===== config.mk =====
export PLATFORM = sky130hd
export DESIGN_NAME = asdr_sampler
export DESIGN_NICKNAME = d
export VERILOG_FILES = /design/src/asdr_pkg.sv /design/src/asdr_fifo.sv /design/src/asdr_div.sv /design/src/asdr_sampler.sv
export VERILOG_INCLUDE_DIRS = /design/src
export SDC_FILE = /design/constraint.sdc
export NUM_CORES = 2
export LEC_CHECK = 0
export BUFFER_PORTS_ARGS = -buffer_cell sky130_fd_sc_hd__buf_2
export CORE_AREA = 4 4 316 318
export DETAILED_ROUTE_END_ITERATION = 8
export DIE_AREA = 0 0 320 322
export GPL_TIMING_DRIVEN = 1
export SLEW_MARGIN = 10
export SYNTH_ARGS = -nofsm -noshare
export SYNTH_HDL_FRONTEND = slang
export SYNTH_SLANG_ARGS = --single-unit

===== constraint.sdc =====
create_clock -name hclk -period 23.7 [get_ports hclk]
set_input_delay 3.555 -clock hclk [delete_from_list [all_inputs] [get_ports hclk]]
set_output_delay 3.555 -clock hclk [all_outputs]
set_load 0.05 [all_outputs]

===== src/asdr_cfg.svh =====
// offsets, field positions, reset values and timing counts of the sampler
`ifndef ASDR_CFG_SVH
`define ASDR_CFG_SVH

// register byte offsets
`define ASDR_OFS_CTRL       12'h000
`define ASDR_OFS_NOMINAL    12'h004
`define ASDR_OFS_LOWER      12'h008
`define ASDR_OFS_UPPER      12'h00C
`define ASDR_OFS_DCRATE     12'h010
`define ASDR_OFS_STATUS     12'h014
`define ASDR_OFS_INTERVAL   12'h018
`define ASDR_OFS_OFFSET     12'h01C
`define ASDR_OFS_SAMPLE     12'h020

// control register fields
`define ASDR_CTRL_SRC_LSB   0
`define ASDR_CTRL_RANGE_BIT 4
`define ASDR_CTRL_MEAN_LSB  8

// reset values and limits; frequencies are in units of 0.01 Hz
`define ASDR_RST_NOMINAL    16'h1388
`define ASDR_RST_LOWER      16'h03E8
`define ASDR_RST_UPPER      16'h1F40
`define ASDR_RST_DCRATE     12'h001
`define ASDR_FREQ_MIN       16'h000A
`define ASDR_FREQ_MAX       16'h4E20
`define ASDR_DCRATE_MAX     12'h800

// timing
`define ASDR_CLK_HZ         20000000
`define ASDR_FREQ_SCALE     100
`define ASDR_SAMPLES        36
`define ASDR_LAST_SAMPLE    6'h23
`define ASDR_DC_SHIFT       11
`define ASDR_INV36          12'h71C
`define ASDR_INV36_SHIFT    16

`endif


===== src/asdr_pkg.sv =====
// types shared by the sampler modules
package asdr_pkg;

    typedef enum logic [2:0] {
        ASDR_SRC_AUTO = 3'h0,
        ASDR_SRC_ONE = 3'h1,
        ASDR_SRC_TWO = 3'h2,
        ASDR_SRC_THREE = 3'h3,
        ASDR_SRC_NOMINAL = 3'h4
    } asdr_src_t;

    typedef enum logic [1:0] {
        ASDR_MEAN_ONE = 2'h0,
        ASDR_MEAN_TWO = 2'h1,
        ASDR_MEAN_THREE = 2'h2
    } asdr_mean_t;

    typedef enum logic [1:0] {
        ASDR_ST_IDLE = 2'b01,
        ASDR_ST_DIV = 2'b10
    } asdr_state_t;

endpackage : asdr_pkg


===== src/asdr_fifo.sv =====
// small first-in first-out buffer with valid/ready on both sides
`timescale 1ns/1ps
module asdr_fifo #(
    parameter int WIDTH = 16,
    parameter int DEPTH = 4
) (
    // clock and reset
    input wire logic hclk,
    input wire logic hresetn,
    // filling side
    input wire logic in_valid,
    output logic in_ready,
    input wire logic [WIDTH-1:0] in_data,
    // draining side
    output logic out_valid,
    input wire logic out_ready,
    output logic [WIDTH-1:0] out_data
);
    localparam int AW = $clog2(DEPTH);

    logic [WIDTH-1:0] mem_q [DEPTH];
    logic [AW-1:0] wr_ptr_q;
    logic [AW-1:0] rd_ptr_q;
    logic [AW:0] count_q;
    logic full_q;
    logic push;
    logic pop;
    logic [AW:0] count_d;

    assign push = in_valid && !full_q;
    assign pop = out_ready && (count_q != '0);
    assign count_d = count_q + (AW+1)'(push) - (AW+1)'(pop);
    assign in_ready = !full_q;
    assign out_valid = (count_q != '0);
    assign out_data = mem_q[rd_ptr_q];

    always_ff @(posedge hclk or negedge hresetn) begin
        if (!hresetn) begin
            wr_ptr_q <= '0;
            rd_ptr_q <= '0;
            count_q <= '0;
            full_q <= 1'b0;
        end else begin
            if (push) wr_ptr_q <= (wr_ptr_q == AW'(DEPTH-1)) ? '0 : wr_ptr_q + 1'b1;
            if (pop) rd_ptr_q <= (rd_ptr_q == AW'(DEPTH-1)) ? '0 : rd_ptr_q + 1'b1;
            count_q <= count_d;
            full_q <= (count_d == (AW+1)'(DEPTH));
        end
    end

    always_ff @(posedge hclk) begin
        if (push) mem_q[wr_ptr_q] <= in_data;
    end

endmodule : asdr_fifo


===== src/asdr_div.sv =====
// serial restoring divider, one quotient bit per clock
`timescale 1ns/1ps
module asdr_div (
    // clock and reset
    input wire logic hclk,
    input wire logic hresetn,
    // request
    input wire logic start,
    input wire logic [31:0] numer,
    input wire logic [19:0] denom,
    // answer
    output logic busy,
    output logic done,
    output logic [31:0] quot
);
    logic [31:0] quot_q;
    logic [32:0] rem_q;
    logic [19:0] den_q;
    logic [5:0] bit_q;
    logic busy_q;
    logic done_q;
    logic [32:0] trial;
    logic fits;

    assign trial = {rem_q[31:0], quot_q[31]};
    assign fits = trial >= {13'h0000, den_q};
    assign busy = busy_q;
    assign done = done_q;
    assign quot = quot_q;

    always_ff @(posedge hclk or negedge hresetn) begin
        if (!hresetn) begin
            quot_q <= '0;
            rem_q <= '0;
            den_q <= '0;
            bit_q <= '0;
            busy_q <= 1'b0;
            done_q <= 1'b0;
        end else begin
            done_q <= 1'b0;
            if (start && !busy_q) begin
                quot_q <= numer;
                rem_q <= '0;
                den_q <= denom;
                bit_q <= 6'h20;
                busy_q <= 1'b1;
            end else if (busy_q) begin
                rem_q <= fits ? trial - {13'h0000, den_q} : trial;
                quot_q <= {quot_q[30:0], fits};
                bit_q <= bit_q - 6'h01;
                if (bit_q == 6'h01) begin
                    busy_q <= 1'b0;
                    done_q <= 1'b1;
                end
            end
        end
    end

endmodule : asdr_div


===== src/asdr_sampler.sv =====
// adaptive sample timing, frequency source choice and current dc removal
`timescale 1ns/1ps
`include "asdr_cfg.svh"

module asdr_sampler
    import asdr_pkg::*;
(
    // clock and reset
    input wire logic hclk,
    input wire logic hresetn,
    // ahb-lite slave
    input wire logic hsel,
    input wire logic [11:0] haddr,
    input wire logic [1:0] htrans,
    input wire logic hwrite,
    input wire logic [2:0] hsize,
    input wire logic [31:0] hwdata,
    input wire logic hready,
    output logic hreadyout,
    output logic hresp,
    output logic [31:0] hrdata,
    // measured frequencies of the voltage inputs, 0.01 Hz units
    input wire logic [15:0] freq_input_one,
    input wire logic [15:0] freq_input_two,
    input wire logic [15:0] freq_input_three,
    // current samples from the converter
    input wire logic cur_valid,
    input wire logic signed [15:0] cur_data,
    output logic cur_ready,
    // sampling and range controls
    output logic sample_strobe,
    output logic [5:0] sample_index,
    output logic range_third_hi,
    output logic range_ground_hi,
    output logic [1:0] mean_voltage_source_select
);
    localparam logic [31:0] NUMER = 32'(`ASDR_CLK_HZ * `ASDR_FREQ_SCALE);

    // ---------------- functions ----------------
    function automatic logic [15:0] pick_freq(
        input logic [2:0] src,
        input logic [15:0] f1,
        input logic [15:0] f2,
        input logic [15:0] f3,
        input logic [15:0] nom,
        input logic [15:0] lo,
        input logic [15:0] hi
    );
        logic [15:0] m;
        m = 16'h0000;
        case (src)
            ASDR_SRC_ONE: m = f1;
            ASDR_SRC_TWO: m = f2;
            ASDR_SRC_THREE: m = f3;
            ASDR_SRC_AUTO: m = (f1 != 16'h0000) ? f1 : (f2 != 16'h0000) ? f2 : f3;
            default: m = 16'h0000;
        endcase
        if (m == 16'h0000 || m < lo || m > hi) begin
            return nom;
        end
        return m;
    endfunction : pick_freq

    function automatic logic [15:0] clamp_freq(input logic [15:0] v);
        if (v < `ASDR_FREQ_MIN) return `ASDR_FREQ_MIN;
        if (v > `ASDR_FREQ_MAX) return `ASDR_FREQ_MAX;
        return v;
    endfunction : clamp_freq

    function automatic logic signed [15:0] sat16(input logic signed [17:0] v);
        if (v > 18'sh07FFF) return 16'sh7FFF;
        if (v < -18'sh08000) return -16'sh8000;
        return v[15:0];
    endfunction : sat16

    // ---------------- registers ----------------
    logic [2:0] src_q;
    logic range_q;
    logic [1:0] mean_q;
    logic [15:0] nominal_q;
    logic [15:0] lower_q;
    logic [15:0] upper_q;
    logic [11:0] dcrate_q;
    logic [31:0] interval_q;
    logic [31:0] tick_q;
    logic [5:0] index_q;
    logic strobe_q;
    logic [15:0] divided_freq_q;
    logic signed [15:0] offset_q;
    logic signed [23:0] sum_q;
    asdr_state_t state_q;

    // ahb pipeline
    logic wr_pend_q;
    logic [11:0] wr_addr_q;
    logic [31:0] hrdata_q;
    logic hreadyout_q;
    logic range_third_q;
    logic range_ground_q;
    logic [1:0] mean_out_q;

    // ---------------- bus decode ----------------
    logic addr_phase;
    logic rd_req;
    logic wr_req;
    logic word_ok;
    logic hit_ctrl;
    logic hit_nom;
    logic hit_low;
    logic hit_up;
    logic hit_rate;
    logic hit_stat;
    logic hit_int;
    logic hit_ofs;
    logic hit_smp;
    logic [31:0] rd_data;
    logic w_ctrl;
    logic w_nom;
    logic w_low;
    logic w_up;
    logic w_rate;

    assign addr_phase = hsel && htrans[1] && hready;
    assign word_ok = (hsize == 3'h2) && (haddr[1:0] == 2'h0);
    assign rd_req = addr_phase && !hwrite && word_ok;
    assign wr_req = addr_phase && hwrite && word_ok;
    assign hit_ctrl = (haddr == `ASDR_OFS_CTRL);
    assign hit_nom = (haddr == `ASDR_OFS_NOMINAL);
    assign hit_low = (haddr == `ASDR_OFS_LOWER);
    assign hit_up = (haddr == `ASDR_OFS_UPPER);
    assign hit_rate = (haddr == `ASDR_OFS_DCRATE);
    assign hit_stat = (haddr == `ASDR_OFS_STATUS);
    assign hit_int = (haddr == `ASDR_OFS_INTERVAL);
    assign hit_ofs = (haddr == `ASDR_OFS_OFFSET);
    assign hit_smp = (haddr == `ASDR_OFS_SAMPLE);

    // fifo draining side
    logic fifo_out_valid;
    logic [15:0] fifo_out_data;
    logic fifo_pop;
    assign fifo_pop = rd_req && hit_smp;

    // status word
    logic [15:0] sel_freq;
    logic [31:0] status_word;
    assign status_word = {6'h00, index_q, 3'h0, fifo_out_valid, sel_freq};

    always_comb begin
        rd_data = 32'h0000_0000;
        if (hit_ctrl) begin
            rd_data[`ASDR_CTRL_SRC_LSB +: 3] = src_q;
            rd_data[`ASDR_CTRL_RANGE_BIT] = range_q;
            rd_data[`ASDR_CTRL_MEAN_LSB +: 2] = mean_q;
        end else if (hit_nom) begin
            rd_data = {16'h0000, nominal_q};
        end else if (hit_low) begin
            rd_data = {16'h0000, lower_q};
        end else if (hit_up) begin
            rd_data = {16'h0000, upper_q};
        end else if (hit_rate) begin
            rd_data = {20'h00000, dcrate_q};
        end else if (hit_stat) begin
            rd_data = status_word;
        end else if (hit_int) begin
            rd_data = interval_q;
        end else if (hit_ofs) begin
            rd_data = {{16{offset_q[15]}}, offset_q};
        end else if (hit_smp) begin
            // bit 16 tells whether the word held a real sample
            rd_data = {15'h0000, fifo_out_valid, fifo_out_data};
        end
    end

    assign w_ctrl = wr_pend_q && (wr_addr_q == `ASDR_OFS_CTRL);
    assign w_nom = wr_pend_q && (wr_addr_q == `ASDR_OFS_NOMINAL);
    assign w_low = wr_pend_q && (wr_addr_q == `ASDR_OFS_LOWER);
    assign w_up = wr_pend_q && (wr_addr_q == `ASDR_OFS_UPPER);
    assign w_rate = wr_pend_q && (wr_addr_q == `ASDR_OFS_DCRATE);

    // out-of-range settings are replaced instead of refused: rate and frequencies clamp, source and mean fall back to auto and one
    logic [11:0] rate_wr;
    logic [2:0] src_wr;
    logic [1:0] mean_wr;
    assign rate_wr = (hwdata[31:11] != 21'h000000) ? `ASDR_DCRATE_MAX :
                     (hwdata[11:0] == 12'h000) ? 12'h001 : hwdata[11:0];
    assign src_wr = (hwdata[`ASDR_CTRL_SRC_LSB +: 3] > ASDR_SRC_NOMINAL) ? ASDR_SRC_AUTO :
                    hwdata[`ASDR_CTRL_SRC_LSB +: 3];
    assign mean_wr = (hwdata[`ASDR_CTRL_MEAN_LSB +: 2] == 2'h3) ? ASDR_MEAN_ONE :
                     hwdata[`ASDR_CTRL_MEAN_LSB +: 2];

    always_ff @(posedge hclk or negedge hresetn) begin
        if (!hresetn) begin
            wr_pend_q <= 1'b0;
            wr_addr_q <= 12'h000;
            hrdata_q <= 32'h0000_0000;
            hreadyout_q <= 1'b0;
        end else begin
            hreadyout_q <= 1'b1;
            wr_pend_q <= wr_req;
            wr_addr_q <= haddr;
            if (rd_req) hrdata_q <= rd_data;
        end
    end

    always_ff @(posedge hclk or negedge hresetn) begin
        if (!hresetn) begin
            src_q <= ASDR_SRC_AUTO;
            range_q <= 1'b1;
            mean_q <= ASDR_MEAN_ONE;
            nominal_q <= `ASDR_RST_NOMINAL;
            lower_q <= `ASDR_RST_LOWER;
            upper_q <= `ASDR_RST_UPPER;
            dcrate_q <= `ASDR_RST_DCRATE;
        end else begin
            if (w_ctrl) begin
                src_q <= src_wr;
                range_q <= hwdata[`ASDR_CTRL_RANGE_BIT];
                mean_q <= mean_wr;
            end
            if (w_nom) nominal_q <= clamp_freq(hwdata[15:0]);
            if (w_low) lower_q <= clamp_freq(hwdata[15:0]);
            if (w_up) upper_q <= clamp_freq(hwdata[15:0]);
            if (w_rate) dcrate_q <= rate_wr;
        end
    end

    assign hreadyout = hreadyout_q;
    assign hresp = 1'b0;
    assign hrdata = hrdata_q;

    // ---------------- frequency choice and interval ----------------
    assign sel_freq = pick_freq(src_q, freq_input_one, freq_input_two, freq_input_three,
                                nominal_q, lower_q, upper_q);

    logic div_start;
    logic div_busy;
    logic div_done;
    logic [31:0] div_quot;
    logic [19:0] div_den;
    logic freq_changed;

    // denominator is frequency times samples per cycle
    assign div_den = 20'(sel_freq) * 20'(`ASDR_SAMPLES);
    assign freq_changed = (sel_freq != divided_freq_q);
    assign div_start = (state_q == ASDR_ST_IDLE) && freq_changed;

    asdr_div u_div (
        .hclk(hclk),
        .hresetn(hresetn),
        .start(div_start),
        .numer(NUMER),
        .denom(div_den),
        .busy(div_busy),
        .done(div_done),
        .quot(div_quot)
    );

    always_ff @(posedge hclk or negedge hresetn) begin
        if (!hresetn) begin
            state_q <= ASDR_ST_IDLE;
            divided_freq_q <= 16'h0000;
            interval_q <= 32'h0000_0001;
        end else begin
            case (state_q)
                ASDR_ST_IDLE: begin
                    if (div_start) begin
                        state_q <= ASDR_ST_DIV;
                        divided_freq_q <= sel_freq;
                    end
                end
                ASDR_ST_DIV: begin
                    if (div_done) begin
                        state_q <= ASDR_ST_IDLE;
                        interval_q <= (div_quot == 32'h0000_0000) ? 32'h0000_0001 : div_quot;
                    end
                end
                default: state_q <= ASDR_ST_IDLE;
            endcase
        end
    end

    // ---------------- sample timing ----------------
    logic tick_wrap;
    logic cycle_end;
    assign tick_wrap = (tick_q >= interval_q - 32'h0000_0001);
    assign cycle_end = tick_wrap && (index_q == `ASDR_LAST_SAMPLE);

    always_ff @(posedge hclk or negedge hresetn) begin
        if (!hresetn) begin
            tick_q <= 32'h0000_0000;
            index_q <= 6'h00;
            strobe_q <= 1'b0;
        end else begin
            strobe_q <= tick_wrap;
            if (tick_wrap) begin
                tick_q <= 32'h0000_0000;
                index_q <= cycle_end ? 6'h00 : index_q + 6'h01;
            end else begin
                tick_q <= tick_q + 32'h0000_0001;
            end
        end
    end

    // ---------------- dc removal ----------------
    logic fifo_in_ready;
    logic take;
    logic signed [17:0] resid_wide;
    logic signed [15:0] resid;
    logic signed [23:0] sum_next;
    logic signed [36:0] scaled;
    logic signed [49:0] mean_corr;
    logic signed [15:0] offset_next;

    assign take = cur_valid && fifo_in_ready;
    assign resid_wide = 18'(cur_data) - 18'(offset_q);
    assign resid = sat16(resid_wide);
    assign sum_next = sum_q + (take ? 24'(resid) : 24'sh000000);
    // residual sum times rate/2048: full step at 2048, 1/2048 step at 1
    assign scaled = (37'(sum_next) * $signed({25'h0000000, dcrate_q})) >>> `ASDR_DC_SHIFT;
    // divide by 36 via a fixed reciprocal; tiny gain error is harmless
    assign mean_corr = (50'(scaled) * $signed({38'h0, `ASDR_INV36})) >>> `ASDR_INV36_SHIFT;
    assign offset_next = sat16(18'(offset_q) + mean_corr[17:0]);

    always_ff @(posedge hclk or negedge hresetn) begin
        if (!hresetn) begin
            sum_q <= 24'sh000000;
            offset_q <= 16'sh0000;
        end else if (cycle_end) begin
            sum_q <= 24'sh000000;
            offset_q <= offset_next;
        end else begin
            sum_q <= sum_next;
        end
    end

    asdr_fifo #(
        .WIDTH(16),
        .DEPTH(4)
    ) u_fifo (
        .hclk(hclk),
        .hresetn(hresetn),
        .in_valid(cur_valid),
        .in_ready(fifo_in_ready),
        .in_data(resid),
        .out_valid(fifo_out_valid),
        .out_ready(fifo_pop),
        .out_data(fifo_out_data)
    );

    assign cur_ready = fifo_in_ready;

    // ---------------- range and mean outputs ----------------
    always_ff @(posedge hclk or negedge hresetn) begin
        if (!hresetn) begin
            range_third_q <= 1'b1;
            range_ground_q <= 1'b1;
            mean_out_q <= ASDR_MEAN_ONE;
        end else begin
            range_third_q <= range_q;
            range_ground_q <= range_q;
            mean_out_q <= mean_q;
        end
    end

    assign sample_strobe = strobe_q;
    assign sample_index = index_q;
    assign range_third_hi = range_third_q;
    assign range_ground_hi = range_ground_q;
    assign mean_voltage_source_select = mean_out_q;

endmodule : asdr_sampler


==> impl_metrics.yaml <==
run_status:
  status: "completed"
timing:
  fin_skew_ps: 13.9
  hold_viol_final: 0
  period_minus_slack_ps: 22190
  worstMarginPinSlew_ps: 1200
  max_freq_mhz: 45.1
  tns_ps: 0
  report.final.slew_viol_count: 0
  rsz0062_at_grt: "false"
  setup_violations: 0
  relSlewSlack: 0.196
  final.period_utilization: 0.936
  setup_slack_ps: 1510
flow_run:
  drv_cap: 0
floorplan:
  num_rows: 114
  ioPinCount: 165
  core-area_mm2: 0.0966
  die_h_um: 322
  die-width_um: 320
  initial_core_util: 0.399
  dieArea_mm2: 0.103
worst_setup_path:
  cp.arrival_ps: 22680
  crit_path_end_kind: "register"
  crit_family: "compound AO/OA/AOI/OAI gates"
  max_stage_delay_ps: 800
  r2r_slack_ps: 4040
  reg2reg_depth: 78
  cpMostUsedCell: "fa_1"
  cp_num_cells: 75
  cp.required_ps: 24190
  worst_setup_path_start_kind: "primary input"
  critPathBufInv: 11
  cp_slowest_cell: "xnor2_1"
  path_class: "primary input to register"
  worst-path-max-fanout: 23
placement:
  post-dp-hpwl_um: 77900
  dpl_worst_slack_ps: 947
  io_buffers: 162
  globalplace.congestion: 0.899
  dp_cells: 5472
routing:
  wl_per_cell_um: 17.9
  antenna_left: 0
  vias_per_cell: 5.24
  drc_errors: 0
  firstDrtPassIters: 6
  routed_wirelength_um: 99800
  vias: 29200
  first_iter_violations: 2052
finish:
  stdcell_count: 5564
  synthToLayoutAreaGrowth_pct: 10.0
  layout.nets: 5048
  post_route_cells_drive_above_1_share: 0.0981
logic_synthesis:
  ys_async_sr_fraction: 0.842
  synth_common_cells: "inv_1 (648), nand2_1 (434), fa_1 (346), ha_1 (339), dfrtp_1 (320)"
  syn_inst: 4138
  syn-cell-area_mm2: 0.0385
  syn_nets: 4942
  syn_avg_cell_area_um2: 9.32
  synth_edf_count: 64
  yosysMostFrequentCell: "inv_1"
  synth.area.top_cells: "dfrtp_1 (21%), fa_1 (18%), ha_1 (11%)"
  yosys_warnings: 0
  synth.top_cell.area_share: 0.208
  seq_area_frac_synth: 0.273
  yosysUniqueCellTypes: 74
  ys_ff_latch: 406
  ys.flop_type: "dfrtp_1"
  synth.largest_area_cell: "dfrtp_1"
cts:
  cts_sinks: 406
  postCtsSetupBuffers: 0
  path_clk_slew_ps: 60
  ctsHoldBuffers: 0
  tritoncts: "yes"
  cts_resized: 0
  cts_buffers: 46
  clockBufferDepth: 3
  clock_latency_ps: 590
  cts_root_buf: "clkbuf_16"
  cts_max_level: 2
hold_path:
  hold_depth: 0
  hp-class: "register to register"
global_route:
  grt_pass1_vias: 29600
  grt_max_degree: 106
  antenna_found_initial: 15
  track_usage: 0.194
  grt-ovfl-total: 0
  grt_pass1_wl_um: 161000
## cells by family (layout without fill, tap and decap cells)
| logic type | count (synthesis) | count (layout) | synth area share |
|---|---|---|---|
| simple gates | 1135 | 1135 | 0.142 |
| buf+inv | 811 | 955 | 0.0803 |
| compound gates | 744 | 744 | 0.124 |
| fa+ha+maj | 685 | 685 | 0.290 |
| flops | 406 | 406 | 0.273 |
| xor+xnor | 232 | 232 | 0.0527 |
| mux | 123 | 123 | 0.0389 |
| other cells | 2 | 8 | 0.000195 |
## routing by layer
layer  GRT usage  wire [um]
met5           0        106
met4      0.0426       2130
met3      0.0355       5870
met2       0.312      45700
met1       0.274      46000
## cell usage in the layout (no fill, tap or decap), types with 24 or more instances in the layout
cell type,n
nand2b_1,28
nand3_1,49
inv_1,648
and2_1,174
clkbuf_16,47
o21ai_0,225
ha_1,339
dfrtp_1,319
nor2_1,200
xor2_1,85
nand4_1,47
nor4_1,45
nor3_1,51
fa_1,346
nand2_1,434
a22o_1,24
a211oi_1,41
mux2_2,49
a21o_1,64
a21oi_1,164
edfxtp_1,64
xnor2_1,145
buf_4,58
buf_2,161
mux2i_1,53
nor2b_1,24
o21bai_1,27
## metrics by stage
stage          hold slack, ps   util  cell area, um2
2_1_floorplan             359      -           38500
3_3_place_gp              389  0.422           40800
3_5_place_dp              390  0.422           40800
4_1_cts                   400  0.439           42400
5_1_grt                   406  0.439           42400
6_report                  399  0.439           42400
## sequential cells by signal (all words and copies together), names as in the netlist, 18 cells and up
signal / count
hrdata: 32
interval_q: 32
sum_q: 24
tick_q: 32
u_div.den_q: 18
u_div.quot: 32
u_div.rem_q: 32
u_fifo.mem_q: 64
## cell type report
type | count | area (um2)
inverters | 649 | 2440
diodes | 6 | 15.0
multi-input cells | 2921 | 25000
clock buffers | 54 | 1240
flip-flops and latches | 406 | 10500
fillers | 9390 | 54200
well taps | 1276 | 1600
repair buffers | 220 | 1260
clock inverters | 32 | 380
## final timing paths
| check | startpoint | endpoint |
|---|---|---|
| setup / recovery | cur_data[0] | offset_q[8] |
| hold / removal | range_q | range_ground_hi |
| setup reg to reg | offset_q[1] | offset_q[8] |
| hold reg to reg | range_q | range_ground_hi |
| max in group asynchronous | hresetn | sum_q[10] |
| min in group asynchronous | hresetn | sample_strobe |
Power is left out: the tool's default activity adds up to more than one toggle a clock period on the data nets, which glitch-free logic cannot reach.
